**config.mk**
```make
export PLATFORM = sky130hd
export DESIGN_NAME = sewa_host
export DESIGN_NICKNAME = d
export VERILOG_FILES = /design/src/logic/sewa_pkg.sv /design/src/logic/sewa_host.sv
export SDC_FILE = /design/constraint.sdc
export NUM_CORES = 1
export LEC_CHECK = 0
export BUFFER_PORTS_ARGS = -buffer_cell sky130_fd_sc_hd__buf_2
export CAP_MARGIN = 25
export CELL_PAD_IN_SITES_DETAIL_PLACEMENT = 0
export CELL_PAD_IN_SITES_GLOBAL_PLACEMENT = 1
export CORE_UTILIZATION = 50
export CTS_BUF_LIST = sky130_fd_sc_hd__clkbuf_8
export DETAILED_ROUTE_END_ITERATION = 10
export PLACE_DENSITY_LB_ADDON = 0.2
export SLEW_MARGIN = 15
export SYNTH_ARGS = -nofsm -noshare
export SYNTH_HDL_FRONTEND = slang
export SYNTH_SLANG_ARGS = --single-unit
```
**constraint.sdc**
```tcl
create_clock -name ref_clk -period 6.4 [get_ports ref_clk]
set_input_delay 0.96 -clock ref_clk [delete_from_list [all_inputs] [get_ports ref_clk]]
set_output_delay 0.96 -clock ref_clk [all_outputs]
set_load 0.01 [all_outputs]
```
**src/logic/sewa_pkg.sv**
```systemverilog
// Purpose: constants and types for the two-wire eeprom/wiper host controller
// Assumes: 25 MHz ref_clk; software drives the controller over APB
// Notes:   the host generates the link clock by dividing ref_clk
package sewa_pkg;
  // timing
  localparam int CLK_NS   = 40;        // ref_clk period
  localparam int SCL_NS   = 10000;     // link clock period
  localparam int SCL_Q    = (SCL_NS + 4 * CLK_NS - 1) / (4 * CLK_NS);
  localparam int TWR_NS   = 5000000;   // internal write cycle
  localparam int TWR_CYC  = (TWR_NS + CLK_NS - 1) / CLK_NS;
  // slave type identifiers
  localparam logic [6:0] DEV_EE   = 7'h50;  // 1010000
  localparam logic [6:0] DEV_DCP  = 7'h57;  // 1010111
  localparam logic [6:0] DEV_CSR  = 7'h52;  // 1010010
  localparam logic [7:0] CSR_ADDR = 8'hFF;
  localparam logic [1:0] SEL_100  = 2'h1;   // 100-tap pot
  // operations
  localparam logic [2:0] OP_SETADDR = 3'h0;
  localparam logic [2:0] OP_WRITE   = 3'h1;
  localparam logic [2:0] OP_CURRD   = 3'h2;
  localparam logic [2:0] OP_RANDRD  = 3'h3;
  localparam logic [2:0] OP_WIPER   = 3'h4;
  localparam logic [2:0] OP_CSRWR   = 3'h5;
  // register map
  localparam logic [7:0] A_CTRL  = 8'h00;  // [2:0] op [7:4] len-1 [8] go
  localparam logic [7:0] A_ADDR  = 8'h04;  // [7:0] word addr [9:8] pot sel
  localparam logic [7:0] A_STAT  = 8'h08;  // busy done nack err ptr_ok
  localparam logic [7:0] A_RDATA = 8'h0C;
  localparam logic [7:0] A_BUF0  = 8'h10;  // 16 words to 4Ch
  localparam logic [7:0] A_BUFN  = 8'h4C;
  localparam int GO_BIT = 8;

  typedef enum logic [1:0] {ST_IDLE, ST_RUN, ST_WAIT} sewa_st_t;
  typedef enum logic [2:0] {K_START, K_TX, K_RX, K_STOP, K_END} sewa_kind_t;

  typedef struct packed {
    logic        psel;
    logic        penable;
    logic        pwrite;
    logic [7:0]  paddr;
    logic [31:0] pwdata;
  } sewa_apb_req_t;

  typedef struct packed {
    logic        pready;
    logic        pslverr;
    logic [31:0] prdata;
  } sewa_apb_rsp_t;

  typedef struct packed {
    sewa_st_t        st;
    logic [1:0]      ph;
    logic [7:0]      qcnt;
    logic [4:0]      step;
    logic [3:0]      bitn;
    logic [7:0]      sh;
    logic            abort;
    logic [2:0]      op;
    logic [3:0]      lenm1;
    logic [7:0]      waddr;
    logic [1:0]      sel;
    logic [7:0]      rdata;
    logic            done;
    logic            nack;
    logic            err;
    logic            ptr_ok;
    logic [16:0]     wcnt;
    logic            sda_m;
    logic            sda_s;
    logic            scl_m;
    logic            scl_s;
    logic            scl_oe;
    logic            sda_oe;
    logic            pin_lo;
    sewa_apb_rsp_t   rsp;
    logic [15:0][7:0] wbuf;
  } sewa_state_t;
endpackage

```
**src/logic/sewa_host.sv**
```systemverilog
// Purpose: two-wire host for eeprom array and wiper read-back
// Assumes: open-drain pins; outside logic resolves the wires
// Notes:   one operation at a time; done, nack and err status flags are write-one-clear
//
// Chosen here: the register addresses and the APB interface to the registers.
`timescale 1ns/1ps
module sewa_host #(
  parameter int WR_WAIT_CYC = sewa_pkg::TWR_CYC  // write busy wait
) (
  input  wire logic                    ref_clk,
  input  wire logic                    rst_n,
  input  wire sewa_pkg::sewa_apb_req_t apb_req,
  output      sewa_pkg::sewa_apb_rsp_t apb_rsp,
  input  wire logic                    scl_i,
  output      logic                    scl_o,
  output      logic                    scl_oe,
  input  wire logic                    sda_i,
  output      logic                    sda_o,
  output      logic                    sda_oe
);
  import sewa_pkg::*;

  sewa_state_t s_q;    // all registered state
  sewa_state_t s_d;    // its next value
  sewa_kind_t  kind;   // current link step
  logic        tick;   // end of a quarter bit
  logic        setup;  // apb setup cycle
  logic        acc;    // apb access completes
  logic        wr;     // completed write
  logic        go;     // start request
  logic        mapped; // address decodes

  // step kind for each operation and step index
  function automatic sewa_kind_t step_kind(logic [2:0] op, logic [4:0] i,
                                           logic [3:0] lenm1);
    logic [4:0] lim;
    lim = 5'd4 + ((op == OP_CSRWR) ? 5'd0 : {1'b0, lenm1});
    step_kind = K_END;
    if (i == 5'd0) begin
      step_kind = K_START;
    end else begin
      case (op)
        OP_CURRD: begin
          // address, one byte, stop
          if (i == 5'd1) step_kind = K_TX;
          else if (i == 5'd2) step_kind = K_RX;
          else if (i == 5'd3) step_kind = K_STOP;
        end
        OP_RANDRD, OP_WIPER: begin
          // dummy write, restart, read
          if (i == 5'd3) step_kind = K_START;
          else if (i == 5'd5) step_kind = K_RX;
          else if (i == 5'd6) step_kind = K_STOP;
          else if (i < 5'd5) step_kind = K_TX;
        end
        OP_SETADDR: begin
          // stop straight after the address
          if (i < 5'd3) step_kind = K_TX;
          else if (i == 5'd3) step_kind = K_STOP;
        end
        default: begin
          // write: stop after the last data acknowledge
          if (i < lim) step_kind = K_TX;
          else if (i == lim) step_kind = K_STOP;
        end
      endcase
    end
  endfunction

  // byte sent at a transmit step
  function automatic logic [7:0] tx_byte(logic [2:0] op, logic [4:0] i,
                                         logic [7:0] wa, logic [1:0] sel,
                                         logic [15:0][7:0] b);
    logic [6:0] dev;
    logic [4:0] bi;
    dev = (op == OP_WIPER) ? DEV_DCP : (op == OP_CSRWR) ? DEV_CSR : DEV_EE;
    bi  = i - 5'd3;
    if ((op == OP_WRITE || op == OP_CSRWR) && i >= 5'd3) begin
      tx_byte = b[bi[3:0]];
    end else begin
      case (i)
        5'd1:    tx_byte = {dev, op == OP_CURRD};
        5'd2: begin
          if (op == OP_WIPER) tx_byte = {6'h00, sel};
          else if (op == OP_CSRWR) tx_byte = CSR_ADDR;
          else tx_byte = wa;
        end
        default: tx_byte = {dev, 1'b1};
      endcase
    end
  endfunction

  // buffer slot of a word address in the data window, first word is slot 0
  function automatic logic [3:0] buf_idx(logic [7:0] a);
    logic [7:0] off;
    off     = a - A_BUF0;
    buf_idx = off[5:2];
  endfunction

  assign kind   = (s_q.abort && s_q.bitn == 4'd0) ? K_STOP
                : step_kind(s_q.op, s_q.step, s_q.lenm1);
  assign tick   = (s_q.qcnt == 8'(SCL_Q - 1)) && (s_q.ph != 2'd1 || s_q.scl_s);
  assign setup  = apb_req.psel && !apb_req.penable;
  assign acc    = apb_req.psel && apb_req.penable && s_q.rsp.pready;
  assign wr     = acc && apb_req.pwrite;
  assign go     = wr && apb_req.paddr == A_CTRL && apb_req.pwdata[GO_BIT];
  assign mapped = apb_req.paddr[1:0] == 2'h0 && apb_req.paddr <= A_BUFN;

  // next state
  always_comb begin
    s_d = s_q;
    // two-flop synchronisers for the pins
    s_d.sda_m = sda_i;
    s_d.sda_s = s_q.sda_m;
    s_d.scl_m = scl_i;
    s_d.scl_s = s_q.scl_m;
    // apb slave: one wait-free access cycle
    s_d.rsp.pready  = setup;
    s_d.rsp.pslverr = setup && !mapped;
    s_d.rsp.prdata  = 32'h0;
    if (setup && !apb_req.pwrite) begin
      if (apb_req.paddr == A_CTRL) begin
        s_d.rsp.prdata = {24'h0, s_q.lenm1, 1'b0, s_q.op};
      end else if (apb_req.paddr == A_ADDR) begin
        s_d.rsp.prdata = {22'h0, s_q.sel, s_q.waddr};
      end else if (apb_req.paddr == A_STAT) begin
        s_d.rsp.prdata = {27'h0, s_q.ptr_ok, s_q.err, s_q.nack, s_q.done,
                          s_q.st != ST_IDLE};
      end else if (apb_req.paddr == A_RDATA) begin
        s_d.rsp.prdata = {24'h0, s_q.rdata};
      end else if (mapped && apb_req.paddr >= A_BUF0) begin
        s_d.rsp.prdata = {24'h0, s_q.wbuf[buf_idx(apb_req.paddr)]};
      end
    end
    // register writes
    if (wr) begin
      if (apb_req.paddr == A_CTRL && s_q.st == ST_IDLE) begin
        s_d.op    = apb_req.pwdata[2:0];
        s_d.lenm1 = apb_req.pwdata[7:4];
      end else if (apb_req.paddr == A_ADDR && s_q.st == ST_IDLE) begin
        s_d.waddr = apb_req.pwdata[7:0];
        s_d.sel   = apb_req.pwdata[9:8];
      end else if (apb_req.paddr == A_STAT) begin
        // write one to clear; later sets win
        if (apb_req.pwdata[1]) s_d.done = 1'b0;
        if (apb_req.pwdata[2]) s_d.nack = 1'b0;
        if (apb_req.pwdata[3]) s_d.err  = 1'b0;
      end else if (mapped && apb_req.paddr >= A_BUF0 && s_q.st == ST_IDLE) begin
        s_d.wbuf[buf_idx(apb_req.paddr)] = apb_req.pwdata[7:0];
      end
    end
    // pin drive follows step and phase, one cycle late
    s_d.scl_oe = s_q.st == ST_RUN && kind != K_END
               && (s_q.ph == 2'd0 || (s_q.ph == 2'd3 && kind != K_STOP));
    s_d.sda_oe = 1'b0;
    if (s_q.st == ST_RUN) begin
      case (kind)
        K_START: s_d.sda_oe = s_q.ph[1];
        K_STOP:  s_d.sda_oe = !s_q.ph[1];
        K_TX:    s_d.sda_oe = s_q.bitn < 4'd8 && !s_q.sh[7];
        default: s_d.sda_oe = 1'b0;
      endcase
    end
    // operation sequencer
    unique case (s_q.st)
      ST_IDLE: begin
        if (go) begin
          if (apb_req.pwdata[2:0] > OP_CSRWR) begin
            s_d.err = 1'b1;
          end else if (apb_req.pwdata[2:0] == OP_CURRD && !s_q.ptr_ok) begin
            s_d.err = 1'b1;
          end else if (apb_req.pwdata[2:0] == OP_WIPER
                       && s_q.sel[1] == s_q.sel[0]) begin
            s_d.err = 1'b1;
          end else begin
            s_d.st    = ST_RUN;
            s_d.step  = 5'd0;
            s_d.ph    = 2'd0;
            s_d.qcnt  = 8'h00;
            s_d.bitn  = 4'd0;
            s_d.abort = 1'b0;
          end
        end
      end
      ST_RUN: begin
        if (!tick) begin
          // hold while the far end stretches the clock
          if (s_q.qcnt != 8'(SCL_Q - 1)) s_d.qcnt = s_q.qcnt + 8'h01;
        end else begin
          s_d.qcnt = 8'h00;
          s_d.ph   = s_q.ph + 2'd1;
          // sample while the clock is high
          if (s_q.ph == 2'd2 && kind == K_TX && s_q.bitn == 4'd8 && s_q.sda_s) begin
            s_d.abort = 1'b1;
            s_d.nack  = 1'b1;
          end
          if (s_q.ph == 2'd2 && kind == K_RX && s_q.bitn < 4'd8) begin
            s_d.sh = {s_q.sh[6:0], s_q.sda_s};
          end
          // end of a bit
          if (s_q.ph == 2'd3) begin
            case (kind)
              K_START: begin
                s_d.step = s_q.step + 5'd1;
                s_d.sh   = tx_byte(s_q.op, s_q.step + 5'd1, s_q.waddr, s_q.sel, s_q.wbuf);
              end
              K_TX: begin
                if (s_q.bitn == 4'd8) begin
                  // next step only after the acknowledge clock
                  s_d.bitn = 4'd0;
                  s_d.step = s_q.step + 5'd1;
                  s_d.sh   = tx_byte(s_q.op, s_q.step + 5'd1, s_q.waddr, s_q.sel,
                                     s_q.wbuf);
                end else begin
                  s_d.bitn = s_q.bitn + 4'd1;
                  s_d.sh   = {s_q.sh[6:0], 1'b0};
                end
              end
              K_RX: begin
                if (s_q.bitn == 4'd8) begin
                  s_d.bitn = 4'd0;
                  s_d.step = s_q.step + 5'd1;
                  // top bit of the 100-tap wiper is undefined
                  s_d.rdata = (s_q.op == OP_WIPER && s_q.sel == SEL_100)
                            ? {1'b0, s_q.sh[6:0]} : s_q.sh;
                end else begin
                  s_d.bitn = s_q.bitn + 4'd1;
                end
              end
              K_STOP: begin
                s_d.done = 1'b1;
                s_d.st   = ST_IDLE;
                // pointer is known after eeprom traffic only
                if (s_q.op == OP_WIPER || s_q.op == OP_CSRWR) begin
                  s_d.ptr_ok = 1'b0;
                end else if (!s_q.abort) begin
                  s_d.ptr_ok = 1'b1;
                end
                // completed writes start a device write cycle
                if (!s_q.abort && (s_q.op == OP_WRITE || s_q.op == OP_CSRWR)) begin
                  s_d.st   = ST_WAIT;
                  s_d.wcnt = 17'(WR_WAIT_CYC - 1);
                end
              end
              default: s_d.st = ST_IDLE;
            endcase
          end
        end
      end
      ST_WAIT: begin
        // link stays released during the device write
        if (s_q.wcnt == 17'h00000) s_d.st = ST_IDLE;
        else s_d.wcnt = s_q.wcnt - 17'h00001;
      end
      default: s_d.st = ST_IDLE;
    endcase
  end

  // state register
  always_ff @(posedge ref_clk) begin
    if (!rst_n) s_q <= '0;
    else s_q <= s_d;
  end

  assign apb_rsp = s_q.rsp;
  assign scl_o   = s_q.pin_lo;
  assign scl_oe  = s_q.scl_oe;
  assign sda_o   = s_q.pin_lo;
  assign sda_oe  = s_q.sda_oe;

  // checks
  property p_wait_quiet;
    @(posedge ref_clk) disable iff (!rst_n)
      s_q.st == ST_WAIT |=> !s_q.sda_oe && !s_q.scl_oe;
  endproperty
  a_wait_quiet: assert property (p_wait_quiet) else $error("pins driven in write wait");

  property p_wait_len;
    @(posedge ref_clk) disable iff (!rst_n)
      s_q.st == ST_RUN ##1 s_q.st == ST_WAIT |-> s_q.wcnt == 17'(WR_WAIT_CYC - 1);
  endproperty
  a_wait_len: assert property (p_wait_len) else $error("write wait length wrong");

  property p_curr_refuse;
    @(posedge ref_clk) disable iff (!rst_n)
      go && s_q.st == ST_IDLE && apb_req.pwdata[2:0] == OP_CURRD && !s_q.ptr_ok
      |=> s_q.st == ST_IDLE && s_q.err;
  endproperty
  a_curr_refuse: assert property (p_curr_refuse) else $error("current read not refused");

  property p_sel_refuse;
    @(posedge ref_clk) disable iff (!rst_n)
      go && s_q.st == ST_IDLE && apb_req.pwdata[2:0] == OP_WIPER
      && s_q.sel[1] == s_q.sel[0] |=> s_q.err && s_q.st == ST_IDLE;
  endproperty
  a_sel_refuse: assert property (p_sel_refuse) else $error("reserved select started");

  property p_rx_nack;
    @(posedge ref_clk) disable iff (!rst_n)
      s_q.st == ST_RUN && kind == K_RX && s_q.bitn == 4'd8 |=> !s_q.sda_oe;
  endproperty
  a_rx_nack: assert property (p_rx_nack) else $error("ninth read bit driven");

  property p_nack_abort;
    @(posedge ref_clk) disable iff (!rst_n)
      s_q.st == ST_RUN && tick && s_q.ph == 2'd2 && kind == K_TX && s_q.bitn == 4'd8
      && s_q.sda_s |=> s_q.abort && s_q.nack;
  endproperty
  a_nack_abort: assert property (p_nack_abort) else $error("nack not acted on");

  property p_stop_after_ack;
    @(posedge ref_clk) disable iff (!rst_n)
      s_q.st == ST_RUN && kind != K_STOP ##1 s_q.st == ST_RUN && kind == K_STOP
      |-> $past(s_q.bitn) == 4'd8 && $past(s_q.ph) == 2'd3;
  endproperty
  a_stop_after_ack: assert property (p_stop_after_ack) else $error("stop inside a byte");

  property p_apb_ready;
    @(posedge ref_clk) disable iff (!rst_n)
      setup |=> s_q.rsp.pready ##1 !s_q.rsp.pready;
  endproperty
  a_apb_ready: assert property (p_apb_ready) else $error("apb ready timing wrong"); // apb timing
endmodule

```
======== Yosys cells after proc, flatten, opt, wreduce, memory -nomap -nowiden ========
Cells that the tools add are included.
word-level totals
  bits in registers ....................... 244
  input port bits ......................... 47
  output and inout bits ................... 38
  logic and storage cells ................. 278
cells by class
  $add $sub $neg .......................... 8
  order comparisons ....................... 11
  eq/ne operators ......................... 50
  mux-type cells .......................... 87
  bitwise gates (word level) .............. 5
  reductions and logical operators ........ 73
operator list
  cell                                                number
  bitwise mux 128 bit                                 1
  2-to-1 mux 8 bit                                    14
  2-to-1 mux 17 bit                                   6
  2-to-1 mux 21 bit                                   4
  binary-select mux 8 bit (select 4 bit)              2
  2-to-1 mux 3 bit                                    17
  one-hot mux 19 bit (2 select lines)                 1
  one-hot mux 17 bit (2 select lines)                 1
  demux 8 bit (select 4 bit)                          1
  one-hot mux 8 bit (2 select lines)                  2
  logical AND 1 bit                                   30
  2-to-1 mux 1 bit                                    18
  2-to-1 mux 18 bit                                   1
  AND reduction 6 bit                                 3
  logical NOT 17 bit                                  1
  subtractor 17 x 1 -> 17 bit, second input constant  1
  == test 8 x 4 -> 1 bit, second input constant       2
  != test 2 bit, second input constant                8
  AND reduction 8 bit                                 2
  == test 3 x 2 -> 1 bit, second input constant       5
  == test 5 x 2 -> 1 bit, second input constant       3
  AND reduction 5 bit                                 3
  2-to-1 mux 12 bit                                   1
  2-to-1 mux 2 bit                                    6
  other kinds (59)                                    101

======== Logic depth before layout (Yosys ltp) ========
  depth after elaboration ................. 17
  depth in mapped cells ................... 16

======== Least setup slack after synthesis ========
OpenSTA, ideal clock, no wires.
  kind .................................... register to register
  start point ............................. register s_q[214] (netlist bit)
  end point ............................... register s_q[226] (netlist bit)
  library setup time ...................... 70 ps
  arrival ................................. 3273 ps
  required time ........................... 6330 ps
  path slack .............................. 3057 ps
  cell stages (with the launch flop) ...... 16
  buffers on the path ..................... 1
  cell sequence ........................... dfxtp_1 -> buf_2 -> nor2b_1 -> nand2_1 -> and2_1 -> ha_1 -> inv_1 -> ha_1 -> and4_1 -> and2_1 -> o211a_1 -> a21oi_2 -> a211o_1 -> nand2_2 -> or4_1 -> a21oi_1
on the way
  word-level cells in the longest chain between the ends .. 14
  elaborated cells on any way between the ends .. 23
  those cells by class .................... add/sub: 1; order compare: 1; eq/ne: 8; mux: 10; reduce/logical: 3
RTL lines
  item                                                                     RTL line          source
  start: declaration                                                       sewa_host.sv:23   sewa_state_t s_q;
  start signal: assignment                                                 sewa_host.sv:261  if (!rst_n) s_q <= '0;
  start signal: assignment                                                 sewa_host.sv:262  else s_q <= s_d;
  branches (longest 6 deep; another with adder 3 x 4 -> 5 bit)             -
  one-hot mux 3 bit (3 select lines) *                                     sewa_host.sv:42   case (op)
  2-to-1 mux 3 bit *                                                       sewa_host.sv:39   if (i == 5'd0) begin
  2-to-1 mux 3 bit *                                                       sewa_host.sv:100  assign kind = (s_q.abort && s_q.bitn == 4'd0) ? K_STOP
  == test 3 x 2 -> 1 bit / == test 3 x 1 -> 1 bit (equally long branches)  sewa_host.sv:202  case (kind)
  one-hot mux 4 bit (2 select lines)                                       sewa_host.sv:202
  2-to-1 mux 17 bit                                                        sewa_host.sv:201  if (s_q.ph == 2'd3) begin
  2-to-1 mux 18 bit                                                        sewa_host.sv:186  if (!tick) begin
  one-hot mux 19 bit (2 select lines)                                      sewa_host.sv:165  unique case (s_q.st)
Mark *: on every way between the ends. The select of a mux whose other input is x is not followed.
A chain may end at the register's enable or synchronous reset.

======== Final worst setup path ========
  start point ............................. register s_q[214] (netlist bit)
  end point ............................... register s_q[175] (netlist bit)
on the way
  word-level cells in the longest chain between the ends .. 12
  elaborated cells on any way between the ends .. 22
  those cells by class .................... add/sub: 1; order compare: 1; eq/ne: 9; mux: 6; reduce/logical: 5
RTL lines
  item
  branches (longest 11 deep; another with adder 3 x 4 -> 5 bit)
  AND reduction 6 bit (no line) *
Mark *: on every way between the ends.

==> flow_summary.yaml <==
outcome:
  status: "completed"
critical_path:
  start_kind: "flop"
  crit_path_max_incr_delay_ns: 0.55
  path_buf_inv: 2
  worstPathMaxFanout: 12
  critPathRequiredTime_ns: 6.85
  crit_path_end_kind: "flop"
  crit_family: "compound AO/OA/AOI/OAI gates"
  worstSetupPathType: "flop to flop"
  path_cells: "nor2b_1 > nand2_1 > and2_1 > ha_1 > inv_1 > ha_1 > nand4_1 > o21ai_0 > o2bb2ai_1 > o21a_1 > a21oi_2 > a211oi_2 > buf_4 > a21oi_1 > a211oi_1"
  arrival_ns: 4.67
  critPathSlowestCell: "dfxtp_1"
  crit_top_cell: "ha_1"
finish:
  fillers: 2268
  areaGrowthSynthToFinish_pct: 8.028
  n_antenna_cell: 0
  nets: 1472
  layout_common_cells: "dfxtp_1, nand2_1, a21oi_1, nor2_1, nand3_1"
  final_common_cell: "dfxtp_1"
  stdcell_count: 1751
  drive_gt1_share_pct: 16.12
flow_run:
  drv_cap: 0
timing:
  relSlewSlack_pct: 45.09
  tns_ns: 0
  rsz0062_at_grt: "false"
  hold_violations: 0
  clock-skew-final_ns: 0.02219
  finalCritPeriodShare_pct: 65.82
  setup-violations-final: 0
  max_freq_mhz: 237.4
  finalMaxSlewViolations: 0
  worstMarginPinSlew_ns: 0.8029
  min_period_ns: 4.212
  timing.hold.ws_ns: 0.4379
floorplanning:
  chipWidth_um: 159.1
  die_y_um: 159.1
  start_util_pct: 50.90
  ioPinCount: 85
  core_area_um2: 24250
  die_area_um2: 25320
  core.rowCount: 57
routing:
  drc: 0
  wl_per_cell_um: 21.06
  drt_iter0_markers: 1021
  totalWireLength_um: 36880
  vias: 10640
  drtAntennaViolNets: 0
  dr.pass1.iters: 7
  vias_per_cell: 6.077
placement:
  numPortBuffers: 38
  place_hpwl_um: 24130
  finalWeightedCongestion: 0.9084
  place_inst: 1677
global_routing:
  grt_pass1_vias: 10061
  grt_usage_pct: 28.87
  antenna_found_initial: 0
  grt_pass1_wl_um: 57320
  grt_max_degree: 161
  grt.overflow.total: 0
cts:
  clkSinkCount: 222
  worst_skew_pair.late_latency_ns: 0.56
  cts_tree: "built"
  post_cts_resized: 0
  post_cts_buffers: 0
  cts_htree_levels: 2
  cts_hold_buf: 0
  cts_buffer_depth: 3
  clk_pin_slew_ns: 0.06
  cts_made_buffers: 42
  clockRootBuffer: "clkbuf_8"
yosys:
  syn_inst: 1414
  synth_edf_count: 0
  synthFlopType: "dfxtp_1"
  synth_warnings: 0
  syn-cell-area_um2: 12340
  postSynth.asyncResetShare_pct: 0
  synthTopCellsByArea: "dfxtp_1, mux4_2, a21oi_1"
  yosysTopAreaCellShare_pct: 36.01
  ys_types: 79
  synth_seq_cells: 222
  yosys.area.top_type: "dfxtp_1"
  postSynthAreaPerCell_um2: 8.729
  synth-seq-area-share_pct: 36.01
power:
  powerDensity_nw_per_um2: 219.1
  p_leak_nw: 4.961
  total_power_mw: 2.922
  vdd_drop_max_mv: 0.1844
hold_path:
  hold_class: "flop to flop"
-- state kept, by name (all words and copies together) (netlist names) --
signal   count
s_q        206
s_d          2
apb_rsp     12
scl_oe       1
sda_oe       1
-- Yosys cell counts, types with 4 or more instances --
master / count
mux4_2: 72
buf_2: 32
nand3_1: 107
mux2i_1: 53
nand2_1: 197
a21oi_1: 171
buf_1: 4
nand2_2: 9
nor4_1: 4
or3_1: 9
nand2b_1: 12
mux2_2: 5
o211ai_1: 5
a2111oi_0: 4
nor2b_1: 11
o31ai_1: 4
and2_1: 17
inv_1: 23
a211oi_1: 15
a31oi_1: 15
a311oi_1: 4
buf_4: 36
xor2_1: 5
or2_2: 4
dfxtp_1: 222
ha_1: 27
nand3b_1: 4
and4_1: 4
clkbuf_1: 61
nand4_1: 10
o21ai_0: 41
and3_1: 9
nor2_1: 115
buf_6: 4
nor3_1: 27
-- routing by layer --
layer | wire length (µm) | global-route usage [%] | vias to the layer above
li1 | - | - | 5011
met1 | 15780 | 37.86 | 5168
met2 | 17380 | 47.03 | 386
met3 | 2373 | 5.210 | 73
met4 | 1298 | 11.76 | 2
met5 | 36 | 1.136 | -
-- logic make-up (layout without fill, tap and decap cells) --
family	count (synthesis)	after routing	synth area share, %
xor gates and xnor gates	8	8	0.5677
buffers and inverters	164	154	6.670
and+or+nand+nor	556	556	21.23
DFF	222	222	36.01
adders and majority gates	27	27	2.737
muxes	130	130	17.89
AOI/OAI and AO/OA	306	306	14.87
other	1	24	0.03038
-- worst paths after layout --
kind	cells past startpoint	startpoint	to	slack, ns
setup / recovery	15	s_q[214]$_SDFFE_PN0P_	s_q[175]$_SDFFE_PN0P_	2.19
hold / removal	1	s_d[167]$_SDFF_PN0_	s_q[167]$_SDFF_PN0_	0.44
setup reg to reg	15	s_q[214]$_SDFFE_PN0P_	s_q[175]$_SDFFE_PN0P_	2.19
hold reg to reg	1	s_d[167]$_SDFF_PN0_	s_q[167]$_SDFF_PN0_	0.44
-- area by class of cell --
| cell class | instances | area [µm²] | area share [%] |
|---|---|---|---|
| multi-input combinational | 1051 | 7197 | 53.97 |
| timing repair buffer | 56 | 337.8 | 2.534 |
| clock inverter | 19 | 110.1 | 0.8258 |
| sequential | 222 | 4444 | 33.33 |
| inverter | 25 | 96.34 | 0.7225 |
| tap | 324 | 405.4 | 3.040 |
| clock buffer | 54 | 743.2 | 5.574 |
-- power by group --
group,internal (mW),switching (mW),total (mW)
Clock,0.794,0.619,1.41
Sequential,1.38,0.000765,1.39
Combinational,0.0280,0.0956,0.124
-- through the flow --
step / instance area (µm²) / util, % / worst slack [ns]
after global routing: 13330 / 54.99 / 1.912
after detailed placement: 12470 / 51.44 / 1.957
after global placement: 12470 / 51.44 / 2.073
final: 13330 / 54.99 / 2.188
after CTS: 13330 / 54.96 / 1.945
after floorplan: 12430 / - / 3.057
-- worst register-to-register path, delay by kind of cell, from the launching register on --
kind | cells | cell delay [ns]
compound gates | 7 | 1.72
fa+ha+maj | 2 | 0.57
buf+inv | 2 | 0.34
flops | 1 | 0.55
simple gates | 4 | 0.94
No activity file was read; power rests on OpenSTA's default activity.
